## src/ext_irq_pkg.sv

```systemverilog
// Functional notes
// [RULE1] Six external interrupt pins, each with a digital noise rejection filter.
// [RULE2] After reset the shared zero pin is a port input, not an interrupt.
// [RULE3] Zero: falling edge, needs master, own enable and pin function; filter 2/6.
// [RULE4] Five: falling edge; pulses under 2 periods rejected, 6 or more accepted.
// [RULE5] One: rejects under 63 periods (select 0) or 15 (select 1).
// [RULE6] Two to four: reject pulses under 7 periods, accept 24 or more.
// [RULE7] One: clean edge sets latch within 49 (short) or 193 (long) periods.
// [RULE8] Two to four: clean edge sets latch within 25 periods.
// [RULE9] Pin function 0 keeps the zero latch from ever being set.
// [RULE10] Control bit 6 selects port (0) or interrupt zero input (1).
// [RULE11] Four trigger field: 00 rise, 01 fall, 10 both, 11 high level.
// [RULE12] One, two, three edge selects: 0 rising, 1 falling.
// [RULE13] A new filter select for one applies within 64 periods.
// [RULE14] Four high level needs a rising edge after reset before any request.
// [RULE15] Software disables external interrupts while rewriting the control register.
// [RULE16] Output use of a shared pin may raise a spurious request; software masks it.
// [RULE17] Control register resets to zero in bits 7 to 1; bit 0 is don't care.
// [RULE18] Software uses no read-modify-write on write-only registers or latches.
// [RULE19] Pins are synchronised first; a detected event pulses for exactly one clock (the code holds the four high-level event every clock the level stands).
package ext_irq_pkg;

  localparam int NUM_PINS = 6;

  // Register index as printed; the byte address is four times it.
  localparam logic [9:0]  CTRL_INDEX  = 10'h037;
  localparam logic [11:0] CTRL_ADDR   = {CTRL_INDEX, 2'b00};
  localparam logic [11:0] STATUS_ADDR = 12'h100;
  localparam logic [11:0] MASK_ADDR   = 12'h104;
  localparam logic [11:0] MASTER_ADDR = 12'h108;
  localparam logic [11:0] LEVEL_ADDR  = 12'h10c;

  localparam int FILTER_SEL_BIT = 7;
  localparam int PIN_FUNC_BIT   = 6;
  localparam int FOUR_TRIG_LSB  = 4;
  localparam int THREE_ES_BIT   = 3;
  localparam int TWO_ES_BIT     = 2;
  localparam int ONE_ES_BIT     = 1;
  localparam int MASTER_EN_BIT  = 0;

  localparam logic [7:0] CTRL_RESET   = 8'h00;
  localparam logic [5:0] STATUS_RESET = 6'h00;
  localparam logic [5:0] MASK_RESET   = 6'h00;

  // Rejection times in high-frequency clock periods; pclk is that clock.
  localparam int PCLK_PER_FC         = 1;
  localparam int REJ_EDGE_FC         = 2;
  localparam int REJ_ONE_LONG_FC     = 63;
  localparam int REJ_ONE_SHORT_FC    = 15;
  localparam int REJ_MID_FC          = 7;
  localparam logic [7:0] REJ_EDGE_CYC      = 8'(REJ_EDGE_FC * PCLK_PER_FC);
  localparam logic [7:0] REJ_ONE_LONG_CYC  = 8'(REJ_ONE_LONG_FC * PCLK_PER_FC);
  localparam logic [7:0] REJ_ONE_SHORT_CYC = 8'(REJ_ONE_SHORT_FC * PCLK_PER_FC);
  localparam logic [7:0] REJ_MID_CYC       = 8'(REJ_MID_FC * PCLK_PER_FC);

  // Cycles until the three-stage synchroniser holds real pin levels.
  localparam logic [1:0] STARTUP_CYC = 2'h3;

  typedef enum logic [1:0] {
    TRIG_RISE = 2'b00,
    TRIG_FALL = 2'b01,
    TRIG_BOTH = 2'b10,
    TRIG_HIGH = 2'b11
  } trig_e;

  typedef struct packed {
    logic  filter_sel;
    logic  pin_function;
    trig_e trig_four;
    logic  es_three;
    logic  es_two;
    logic  es_one;
    logic  spare;
  } ctrl_s;

endpackage : ext_irq_pkg

```

## src/external_interrupt_input_conditioner.sv

```systemverilog
// Chosen here: the APB interface to the registers.
`timescale 1ns/1ps
`default_nettype none
module external_interrupt_input_conditioner (
  input  wire logic        pclk,
  input  wire logic        presetn,
  input  wire logic [11:0] paddr,
  input  wire logic        psel,
  input  wire logic        penable,
  input  wire logic        pwrite,
  input  wire logic [31:0] pwdata,
  input  wire logic [3:0]  pstrb,
  output logic      [31:0] prdata,
  output logic             pready,
  output logic             pslverr,
  input  wire logic [5:0]  ext_irq_pin,
  output logic             irq
);

  ext_irq_pkg::ctrl_s ctrl;
  logic [5:0]         status;
  logic [5:0]         mask;
  logic               master_irq_enable;
  logic [5:0]         sync1;
  logic [5:0]         sync2;
  logic [5:0]         sync3;
  logic [5:0]         filt;
  logic [5:0]         filt_q;
  logic [5:0]         event_pulse;
  logic [5:0]         next_event;
  logic [1:0]         startup_cnt;
  logic               primed;
  logic               four_rise_seen;
  logic               access;
  logic               wr_fire;
  logic [5:0]         rise;
  logic [5:0]         fall;
  logic [5:0]         gate;

  assign access  = psel & penable;
  assign wr_fire = access & pready & pwrite & pstrb[0];

  // Answer one cycle into the access phase; writes land on the edge that samples pready.
  always_ff @(posedge pclk or negedge presetn) begin
    if (!presetn) begin
      pready  <= 1'b0;
      pslverr <= 1'b0;
      prdata  <= 32'h0000_0000;
    end else begin
      pready <= access & ~pready;
      if (access & ~pready) begin
        pslverr <= 1'b0;
        prdata  <= 32'h0000_0000;
        if (paddr == ext_irq_pkg::CTRL_ADDR) begin
          prdata[7:0] <= {ctrl[7:1], 1'b0}; // [RULE17]
        end else if (paddr == ext_irq_pkg::STATUS_ADDR) begin
          prdata[5:0] <= status;
        end else if (paddr == ext_irq_pkg::MASK_ADDR) begin
          prdata[5:0] <= mask;
        end else if (paddr == ext_irq_pkg::MASTER_ADDR) begin
          prdata[ext_irq_pkg::MASTER_EN_BIT] <= master_irq_enable;
        end else if (paddr == ext_irq_pkg::LEVEL_ADDR) begin
          prdata[5:0] <= filt;
        end else begin
          pslverr <= 1'b1;
        end
      end
    end
  end

  // The pin function bit resets to port use, so the zero input starts ignored.
  always_ff @(posedge pclk or negedge presetn) begin
    if (!presetn) begin
      ctrl <= ext_irq_pkg::ctrl_s'(ext_irq_pkg::CTRL_RESET); // [RULE2] [RULE17]
    end else if (wr_fire && paddr == ext_irq_pkg::CTRL_ADDR) begin
      ctrl <= ext_irq_pkg::ctrl_s'({pwdata[7:1], 1'b0}); // [RULE10]
    end
  end

  always_ff @(posedge pclk or negedge presetn) begin
    if (!presetn) begin
      mask <= ext_irq_pkg::MASK_RESET;
    end else if (wr_fire && paddr == ext_irq_pkg::MASK_ADDR) begin
      mask <= pwdata[5:0];
    end
  end

  always_ff @(posedge pclk or negedge presetn) begin
    if (!presetn) begin
      master_irq_enable <= 1'b0;
    end else if (wr_fire && paddr == ext_irq_pkg::MASTER_ADDR) begin
      master_irq_enable <= pwdata[ext_irq_pkg::MASTER_EN_BIT];
    end
  end

  // Three-stage synchroniser; only stages two and three are looked at.
  always_ff @(posedge pclk or negedge presetn) begin
    if (!presetn) begin
      sync1 <= 6'h00;
      sync2 <= 6'h00;
      sync3 <= 6'h00;
    end else begin
      sync1 <= ext_irq_pin; // [RULE19]
      sync2 <= sync1;
      sync3 <= sync2;
    end
  end

  // Filters load the real pin level once the synchroniser is full, so a pin
  // held high through reset never looks like an edge.
  always_ff @(posedge pclk or negedge presetn) begin
    if (!presetn) begin
      startup_cnt <= 2'h0;
      primed      <= 1'b0;
    end else if (!primed) begin
      if (startup_cnt == ext_irq_pkg::STARTUP_CYC) begin
        primed <= 1'b1;
      end else begin
        startup_cnt <= startup_cnt + 2'h1;
      end
    end
  end

  // The one threshold follows the select bit at once, well inside 64 periods.
  function automatic logic [7:0] reject_cycles(input int idx, input logic short_sel);
    logic [7:0] thr;
    thr = ext_irq_pkg::REJ_MID_CYC; // [RULE6]
    if (idx == 0 || idx == 5) begin
      thr = ext_irq_pkg::REJ_EDGE_CYC; // [RULE3] [RULE4]
    end else if (idx == 1) begin
      thr = short_sel ? ext_irq_pkg::REJ_ONE_SHORT_CYC
                      : ext_irq_pkg::REJ_ONE_LONG_CYC; // [RULE5] [RULE13]
    end
    return thr;
  endfunction : reject_cycles

  // A level must stand for the reject time before it is taken; this keeps
  // every accept figure met with latency well under the latch deadlines.
  for (genvar i = 0; i < ext_irq_pkg::NUM_PINS; i++) begin : g_filter
    logic [7:0] cnt;
    logic [7:0] thr;

    assign thr = reject_cycles(i, ctrl.filter_sel);

    always_ff @(posedge pclk or negedge presetn) begin
      if (!presetn) begin
        cnt       <= 8'h00;
        filt[i]   <= 1'b0;
        filt_q[i] <= 1'b0;
      end else if (!primed) begin
        cnt       <= 8'h00;
        filt[i]   <= sync3[i];
        filt_q[i] <= sync3[i];
      end else begin
        filt_q[i] <= filt[i];
        if (sync2[i] == sync3[i] && sync3[i] != filt[i]) begin // [RULE1]
          if (cnt + 8'h01 >= thr) begin
            filt[i] <= sync3[i]; // [RULE7] [RULE8]
            cnt     <= 8'h00;
          end else begin
            cnt <= cnt + 8'h01;
          end
        end else begin
          cnt <= 8'h00;
        end
      end
    end
  end

  assign rise = filt & ~filt_q;
  assign fall = ~filt & filt_q;

  always_ff @(posedge pclk or negedge presetn) begin
    if (!presetn) begin
      four_rise_seen <= 1'b0;
    end else if (rise[4]) begin
      four_rise_seen <= 1'b1; // [RULE14]
    end
  end

  always_comb begin
    next_event    = 6'h00;
    next_event[0] = fall[0] & ctrl.pin_function; // [RULE3] [RULE9]
    next_event[1] = ctrl.es_one ? fall[1] : rise[1]; // [RULE12]
    next_event[2] = ctrl.es_two ? fall[2] : rise[2]; // [RULE12]
    next_event[3] = ctrl.es_three ? fall[3] : rise[3]; // [RULE12]
    case (ctrl.trig_four) // [RULE11]
      ext_irq_pkg::TRIG_RISE: next_event[4] = rise[4];
      ext_irq_pkg::TRIG_FALL: next_event[4] = fall[4];
      ext_irq_pkg::TRIG_BOTH: next_event[4] = rise[4] | fall[4];
      default:                next_event[4] = filt[4] & (four_rise_seen | rise[4]); // [RULE14]
    endcase
    next_event[5] = fall[5]; // [RULE4]
  end

  // Pin toggles from port output use pass through unfiltered by direction;
  // software masks such sources itself.
  always_ff @(posedge pclk or negedge presetn) begin
    if (!presetn) begin
      event_pulse <= 6'h00;
    end else begin
      event_pulse <= next_event; // [RULE19] [RULE16]
    end
  end

  // Latches clear by writing one; a new event in the same cycle wins.
  always_ff @(posedge pclk or negedge presetn) begin
    if (!presetn) begin
      status <= ext_irq_pkg::STATUS_RESET;
    end else if (wr_fire && paddr == ext_irq_pkg::STATUS_ADDR) begin
      status <= (status & ~pwdata[5:0]) | event_pulse;
    end else begin
      status <= status | event_pulse;
    end
  end

  assign gate = {5'h1f, ctrl.pin_function};

  always_ff @(posedge pclk or negedge presetn) begin
    if (!presetn) begin
      irq <= 1'b0;
    end else begin
      irq <= master_irq_enable & (|(status & mask & gate)); // [RULE3]
    end
  end

endmodule : external_interrupt_input_conditioner
`default_nettype wire

```

## config.mk

```make
export PLATFORM = sky130hd
export DESIGN_NAME = external_interrupt_input_conditioner
export DESIGN_NICKNAME = d
export VERILOG_FILES = /design/src/ext_irq_pkg.sv /design/src/external_interrupt_input_conditioner.sv
export SDC_FILE = /design/constraint.sdc
export NUM_CORES = 1
export LEC_CHECK = 0
export BUFFER_PORTS_ARGS = -buffer_cell sky130_fd_sc_hd__buf_2
export CORE_ASPECT_RATIO = 0.5
export CORE_MARGIN = 2
export CORE_UTILIZATION = 40
export CTS_CLUSTER_SIZE = 16
export DETAILED_ROUTE_END_ITERATION = 6
export SLEW_MARGIN = 20
export SYNTH_ARGS = -nofsm -noshare
export SYNTH_HDL_FRONTEND = slang
export SYNTH_SLANG_ARGS = --single-unit
```

## constraint.sdc

```tcl
create_clock -name pclk -period 3.02 [get_ports pclk]
set_input_delay 0.604 -clock pclk [delete_from_list [all_inputs] [get_ports pclk]]
set_output_delay 0.604 -clock pclk [all_outputs]
set_load 0.05 [all_outputs]
```

# Yosys cells after proc, flatten, opt, wreduce, memory -nomap -nowiden
# Index checks and enable logic that the tools add are counted.
dict set report word_totals {
  register_bits 119
  input_bits 59
  output_inout_bits 35
  elab_cells 187
}
dict set report op_classes {
  add_sub_neg 7
  magnitude_cmp 6
  n_eq_ne 32
  n_mux 62
  bitwise 23
  reduce_logical 19
}
# cell n
set ops {}
lappend ops {{8-bit 2-to-1 mux} 18}
lappend ops {{8-bit by 1-bit adder with 8-bit output, second input constant} 6}
lappend ops {{12-bit by 9-bit equality test with 1-bit output, second input constant} 4}
lappend ops {{6-bit 2-to-1 mux} 6}
lappend ops {{1-bit 2-to-1 mux} 35}
lappend ops {{6-bit AND} 4}
lappend ops {{8-bit by 3-bit greater-or-equal comparator with 1-bit output, second input constant} 3}
lappend ops {{2-bit by 1-bit != test with 1-bit output, second input constant} 12}
lappend ops {{8-bit by 2-bit greater-or-equal comparator with 1-bit output, second input constant} 2}
lappend ops {{2-bit AND reduction} 7}
lappend ops {{12-bit by 8-bit equality test with 1-bit output, second input constant} 1}
lappend ops {{6-bit NOT} 2}
lappend ops {{6-bit bitwise OR} 2}
lappend ops {{1-bit logical AND} 10}
lappend ops {{1-bit AND} 8}
lappend ops {{8-bit by 6-bit greater-or-equal comparator with 1-bit output} 1}
lappend ops {{1-bit equality test} 6}
lappend ops {{1-bit != test} 6}
lappend ops {{6-bit OR reduction} 1}
lappend ops {{5-bit AND} 1}
lappend ops {{5-bit 2-to-1 mux} 1}
lappend ops {{5-bit NOT} 1}
lappend ops {{2-bit equality test, second input constant} 2}
lappend ops {{1-bit NOT} 3}
lappend ops {{other kinds (6)} 7}

# Depth between registers and ports, before layout
dict set report depth {
  depth_word 6
  depth_mapped 9
  depth_no_buf 9
}

# Least setup slack after synthesis
# OpenSTA, ideal clock, no wires.
dict set report synth_path {
  path_type {register to register}
  from {reg g_filter[1].cnt[0]}
  to {reg filt[1]}
  setup_time_ps 131
  arrival_ps 2181
  required_ps 2889
  path_slack_ps 708
  path_stages_with_launch 10
  path_buffers 0
  synth_period_minus_slack_ps 2312
  path_cell_list {dfrtp_1 ha_1 and3_1 xor2_1 ha_1 and3_1 and4b_1 a31oi_1 and4_1 or3_1}
}
dict set report synth_between {
  elab_chain_cells 4
}
# element line_no
set synth_rtl {}
lappend synth_rtl {{start: declaration} external_interrupt_input_conditioner.sv:140} ;# logic [7:0] cnt;
lappend synth_rtl {{start signal: assignment} external_interrupt_input_conditioner.sv:161} ;# cnt <= cnt + 8'h01;
lappend synth_rtl {{8-bit by 1-bit adder with 8-bit output} external_interrupt_input_conditioner.sv:157} ;# if (cnt + 8'h01 >= thr) begin
lappend synth_rtl {{8-bit by 6-bit greater-or-equal comparator with 1-bit output} external_interrupt_input_conditioner.sv:157}
lappend synth_rtl {{2-bit by 1-bit != test with 1-bit output (no source line)} --}
lappend synth_rtl {{2-bit AND reduction (no source line)} --}
lappend synth_rtl {{end signal: indexed assignment} external_interrupt_input_conditioner.sv:152} ;# filt[i] <= sync3[i];
lappend synth_rtl {{end signal: indexed assignment} external_interrupt_input_conditioner.sv:158} ;# filt[i] <= sync3[i];
lappend synth_rtl {{end: declaration} external_interrupt_input_conditioner.sv:27} ;# logic [5:0] filt;
# No other way between the ends.
# A chain may end at the register's enable or synchronous reset.

# Worst setup path in the final report
dict set report layout_path {
  from {reg g_filter[1].cnt[0]}
  to {reg g_filter[1].cnt[3]}
}
dict set report layout_between {
  elab_chain_cells 5
}
# element line_no
set layout_rtl {}
lappend layout_rtl {{8-bit by 1-bit adder with 8-bit output *} {external_interrupt_input_conditioner.sv:157, external_interrupt_input_conditioner.sv:161}}
lappend layout_rtl {{8-bit by 6-bit greater-or-equal comparator with 1-bit output} external_interrupt_input_conditioner.sv:157}
lappend layout_rtl {{8-bit 2-to-1 mux *} external_interrupt_input_conditioner.sv:157}
lappend layout_rtl {{8-bit 2-to-1 mux *} external_interrupt_input_conditioner.sv:156} ;# if (sync2[i] == sync3[i] && sync3[i] != filt[i]) begin
lappend layout_rtl {{8-bit 2-to-1 mux *} external_interrupt_input_conditioner.sv:150} ;# end else if (!primed) begin
# Every way passes the cells marked *; elsewhere a longest branch is shown, timed or not.

==> results.yml <==
run_status:
  outcome: "finished, final reports clean"
routing:
  num_vias: 3349
  drt-wirelength-per-cell_um: 12.9
  drtIter0Drc: 201
  drcViolationCount: 0
  firstDrtPassIters: 6
  postRouteAntennaNets: 0
  avgViaCountPerCell: 4.68
  routed_wl_mm: 9.21
worst_hold_path:
  hold_class: "in2async"
run:
  drv_cap: 0
clocking:
  cts_tree: "yes"
  holdBufCountCts: 0
  clk_pin_slew_ns: 0.05
  cts.path.max_buffers: 2
  worstSkewPairLatency_ns: 0.41
  cts.sinks: 119
  ctsResizeCount: 0
  cts_setup_buffers: 0
  cts_max_level: 4
  cts_inserted_buffers: 17
  root_buffer: "clkbuf_16"
synthesis:
  yosysTopAreaCell: "dfrtp_1"
  yosys.cell_count.top_type: "dfrtp_1"
  synthTopCellsByCount: "119 x dfrtp_1, 46 x nand2_1, 24 x buf_4, 24 x nor2_1, 19 x nand3_1"
  ys_seq_area_frac: 0.576
  synth-edff-count: 0
  syn_area_mm2: 0.00517
  synth-main-ff-cell: "dfrtp_1"
  synth.distinct_cells: 56
  async_flop_share: 1.00
  ys_ff_latch: 119
  avgSynthCellArea_um2: 11.8
  synth_area_leaders: "dfrtp_1 58%, ha_1 4.1%, buf_4 3.5%"
  synth.yosys.warnings: 0
  synth_top_area_share: 0.576
  synthCells: 436
pwr:
  p_leak_uw: 0.00305
  vdd_ir_drop_max_uv: 452
  totalPowerFinal_uw: 3890
  powerDensity_mw_per_mm2: 622
placed_design:
  place_congestion: 0.746
  hpwl_mm: 6.51
  io_buffers: 42
global_routing:
  grt_pass1_vias: 3296
  grtUsageTotal: 0.148
  grt.overflow.total: 0
  grt_pass1_wl_mm: 15.8
  antenna_found_initial: 0
  grt_max_degree: 56
worst_setup_path:
  critPathKind: "reg2reg"
  crit_start: "g_filter[1].cnt[0]$_DFF_PN0_"
  worstRegToRegCells: 9
  crit_fanout: 7
  worstPathArrival_ns: 2.86
  critPathRequiredTime_ns: 3.34
  worstReg2RegStart: "g_filter[1].cnt[0]$_DFF_PN0_"
  worstSetupEndpointType: "register"
  startpoint_type: "register"
floorplanning:
  io_pins: 94
  dieArea_mm2: 0.0139
  row_count: 29
  start_util: 0.409
  core_area_mm2: 0.0126
  fp.dieH_um: 84.4
  die_w_um: 165
sta:
  hold_viol: 0
  fin_crit_ns: 2.53
  fmax_ghz: 0.395
  setup_viol: 0
  rsz0062_at_grt: "no"
  relSlewSlack: 0.512
  finalCritPeriodShare: 0.839
  tns_ns: 0
  tightestPinTransition_ns: 0.733
  drv_slew: 0
  worst_clock_skew_ns: 0.00759
final_layout:
  utilization: 0.495
  multi_input_area_mm2: 0.00211
  regArea_mm2: 0.00298
  finalNetCount: 608
  drive_gt1_frac: 0.209
  antenna_cells: 0
  fillers: 1122
  area_growth_pct: 21.0
routing by layer:
metal | routed length (um) | vias up | global-route usage
met5 | 0 | - | 0
met4 | 125 | 0 | 0.0593
met1 | 4680 | 1609 | 0.205
li1 | - | 1662 | -
met2 | 4080 | 66 | 0.220
met3 | 322 | 12 | 0.0415
sequential cells by signal (all words and copies together), names as in the netlist:
register	count
four_rise_seen	1
master_irq_enable	1
mask	6
g_filter.cnt	48
primed	1
prdata	8
event_pulse	6
filt_q	6
pready	1
pslverr	1
startup_cnt	2
sync1	6
filt	6
ctrl	7
irq	1
status	6
sync2	6
sync3	6
cells by family after synthesis:
group	share of synthesized area
AO/OA/AOI/OAI	0.0833
flip-flops	0.576
multiplexers	0.0773
adder cells (fa/ha/maj)	0.0412
other	0.000726
AND/OR/NAND/NOR	0.150
XOR/XNOR	0.0170
buffers and inverters	0.0540
critical path, cell delays in order, from the launching register on:
cell	delay [ns]
dfrtp_1	0.45
ha_1	0.27
and3_1	0.22
xor2_1	0.19
ha_1	0.26
and3_1	0.16
and4b_1	0.20
a31oi_1	0.23
nand4_1	0.29
nor2_1	0.19
report_power, final:
| part | leakage (uW) | switching, uW | total [uW] | internal (uW) |
|---|---|---|---|---|
| sequential | 0.00146 | 51.3 | 1710 | 1660 |
| combinational | 0.00132 | 176 | 253 | 76.3 |
| clock | 0.000272 | 696 | 1930 | 1230 |
worst paths after layout:
check / endpoint / slack, ns
min reg2reg: sync2[0]$_DFF_PN0_ / 0.35
max: g_filter[1].cnt[3]$_DFF_PN0_ / 0.49
max in group asynchronous: sync2[4]$_DFF_PN0_ / 2.02
min: sync2[0]$_DFF_PN0_ / 0.26
min in group pclk: sync1[3]$_DFF_PN0_ / 0.30
max reg2reg: g_filter[1].cnt[3]$_DFF_PN0_ / 0.49
through the flow:
step / hold WS (ns) / area (um2) / instances / setup slack, ns
after detailed placement: 0.337 / 5680 / 683 / 0.496
final: 0.256 / 6250 / 715 / 0.486
after floorplan: 0.308 / 5370 / 490 / 0.708
after global routing: 0.282 / 6250 / 715 / 0.211
after global placement: 0.332 / 5680 / 683 / 0.496
after CTS: 0.275 / 6250 / 715 / 0.475
layout by cell type, fill, tap and decap left out, drive strengths merged, types with 4 or more instances in the layout:
cell type and instances:
nand2 47, a22oi 4, clkinv 6, or3 4, inv 18, mux2i 14, nor4 4, a21o 6
o221ai 4, o21ai 18, nand3 19, conb 55, mux2 19, a21oi 7, nor2 24, and3 8
clkbuf 20, dfrtp 119, clkinvlp 4, buf 53, nor2b 6, ha 17, xor2 7, nor3 12
area by class of cell:
type / instances / share of cell area
tap: 170 / 0.0340
clock buffer: 20 / 0.0714
timing repair buffer: 53 / 0.0492
sequential: 119 / 0.476
inverter: 18 / 0.0108
multi-input combinational: 323 / 0.338
clock inverter: 12 / 0.0204
Power figures use the tool's default switching activity.
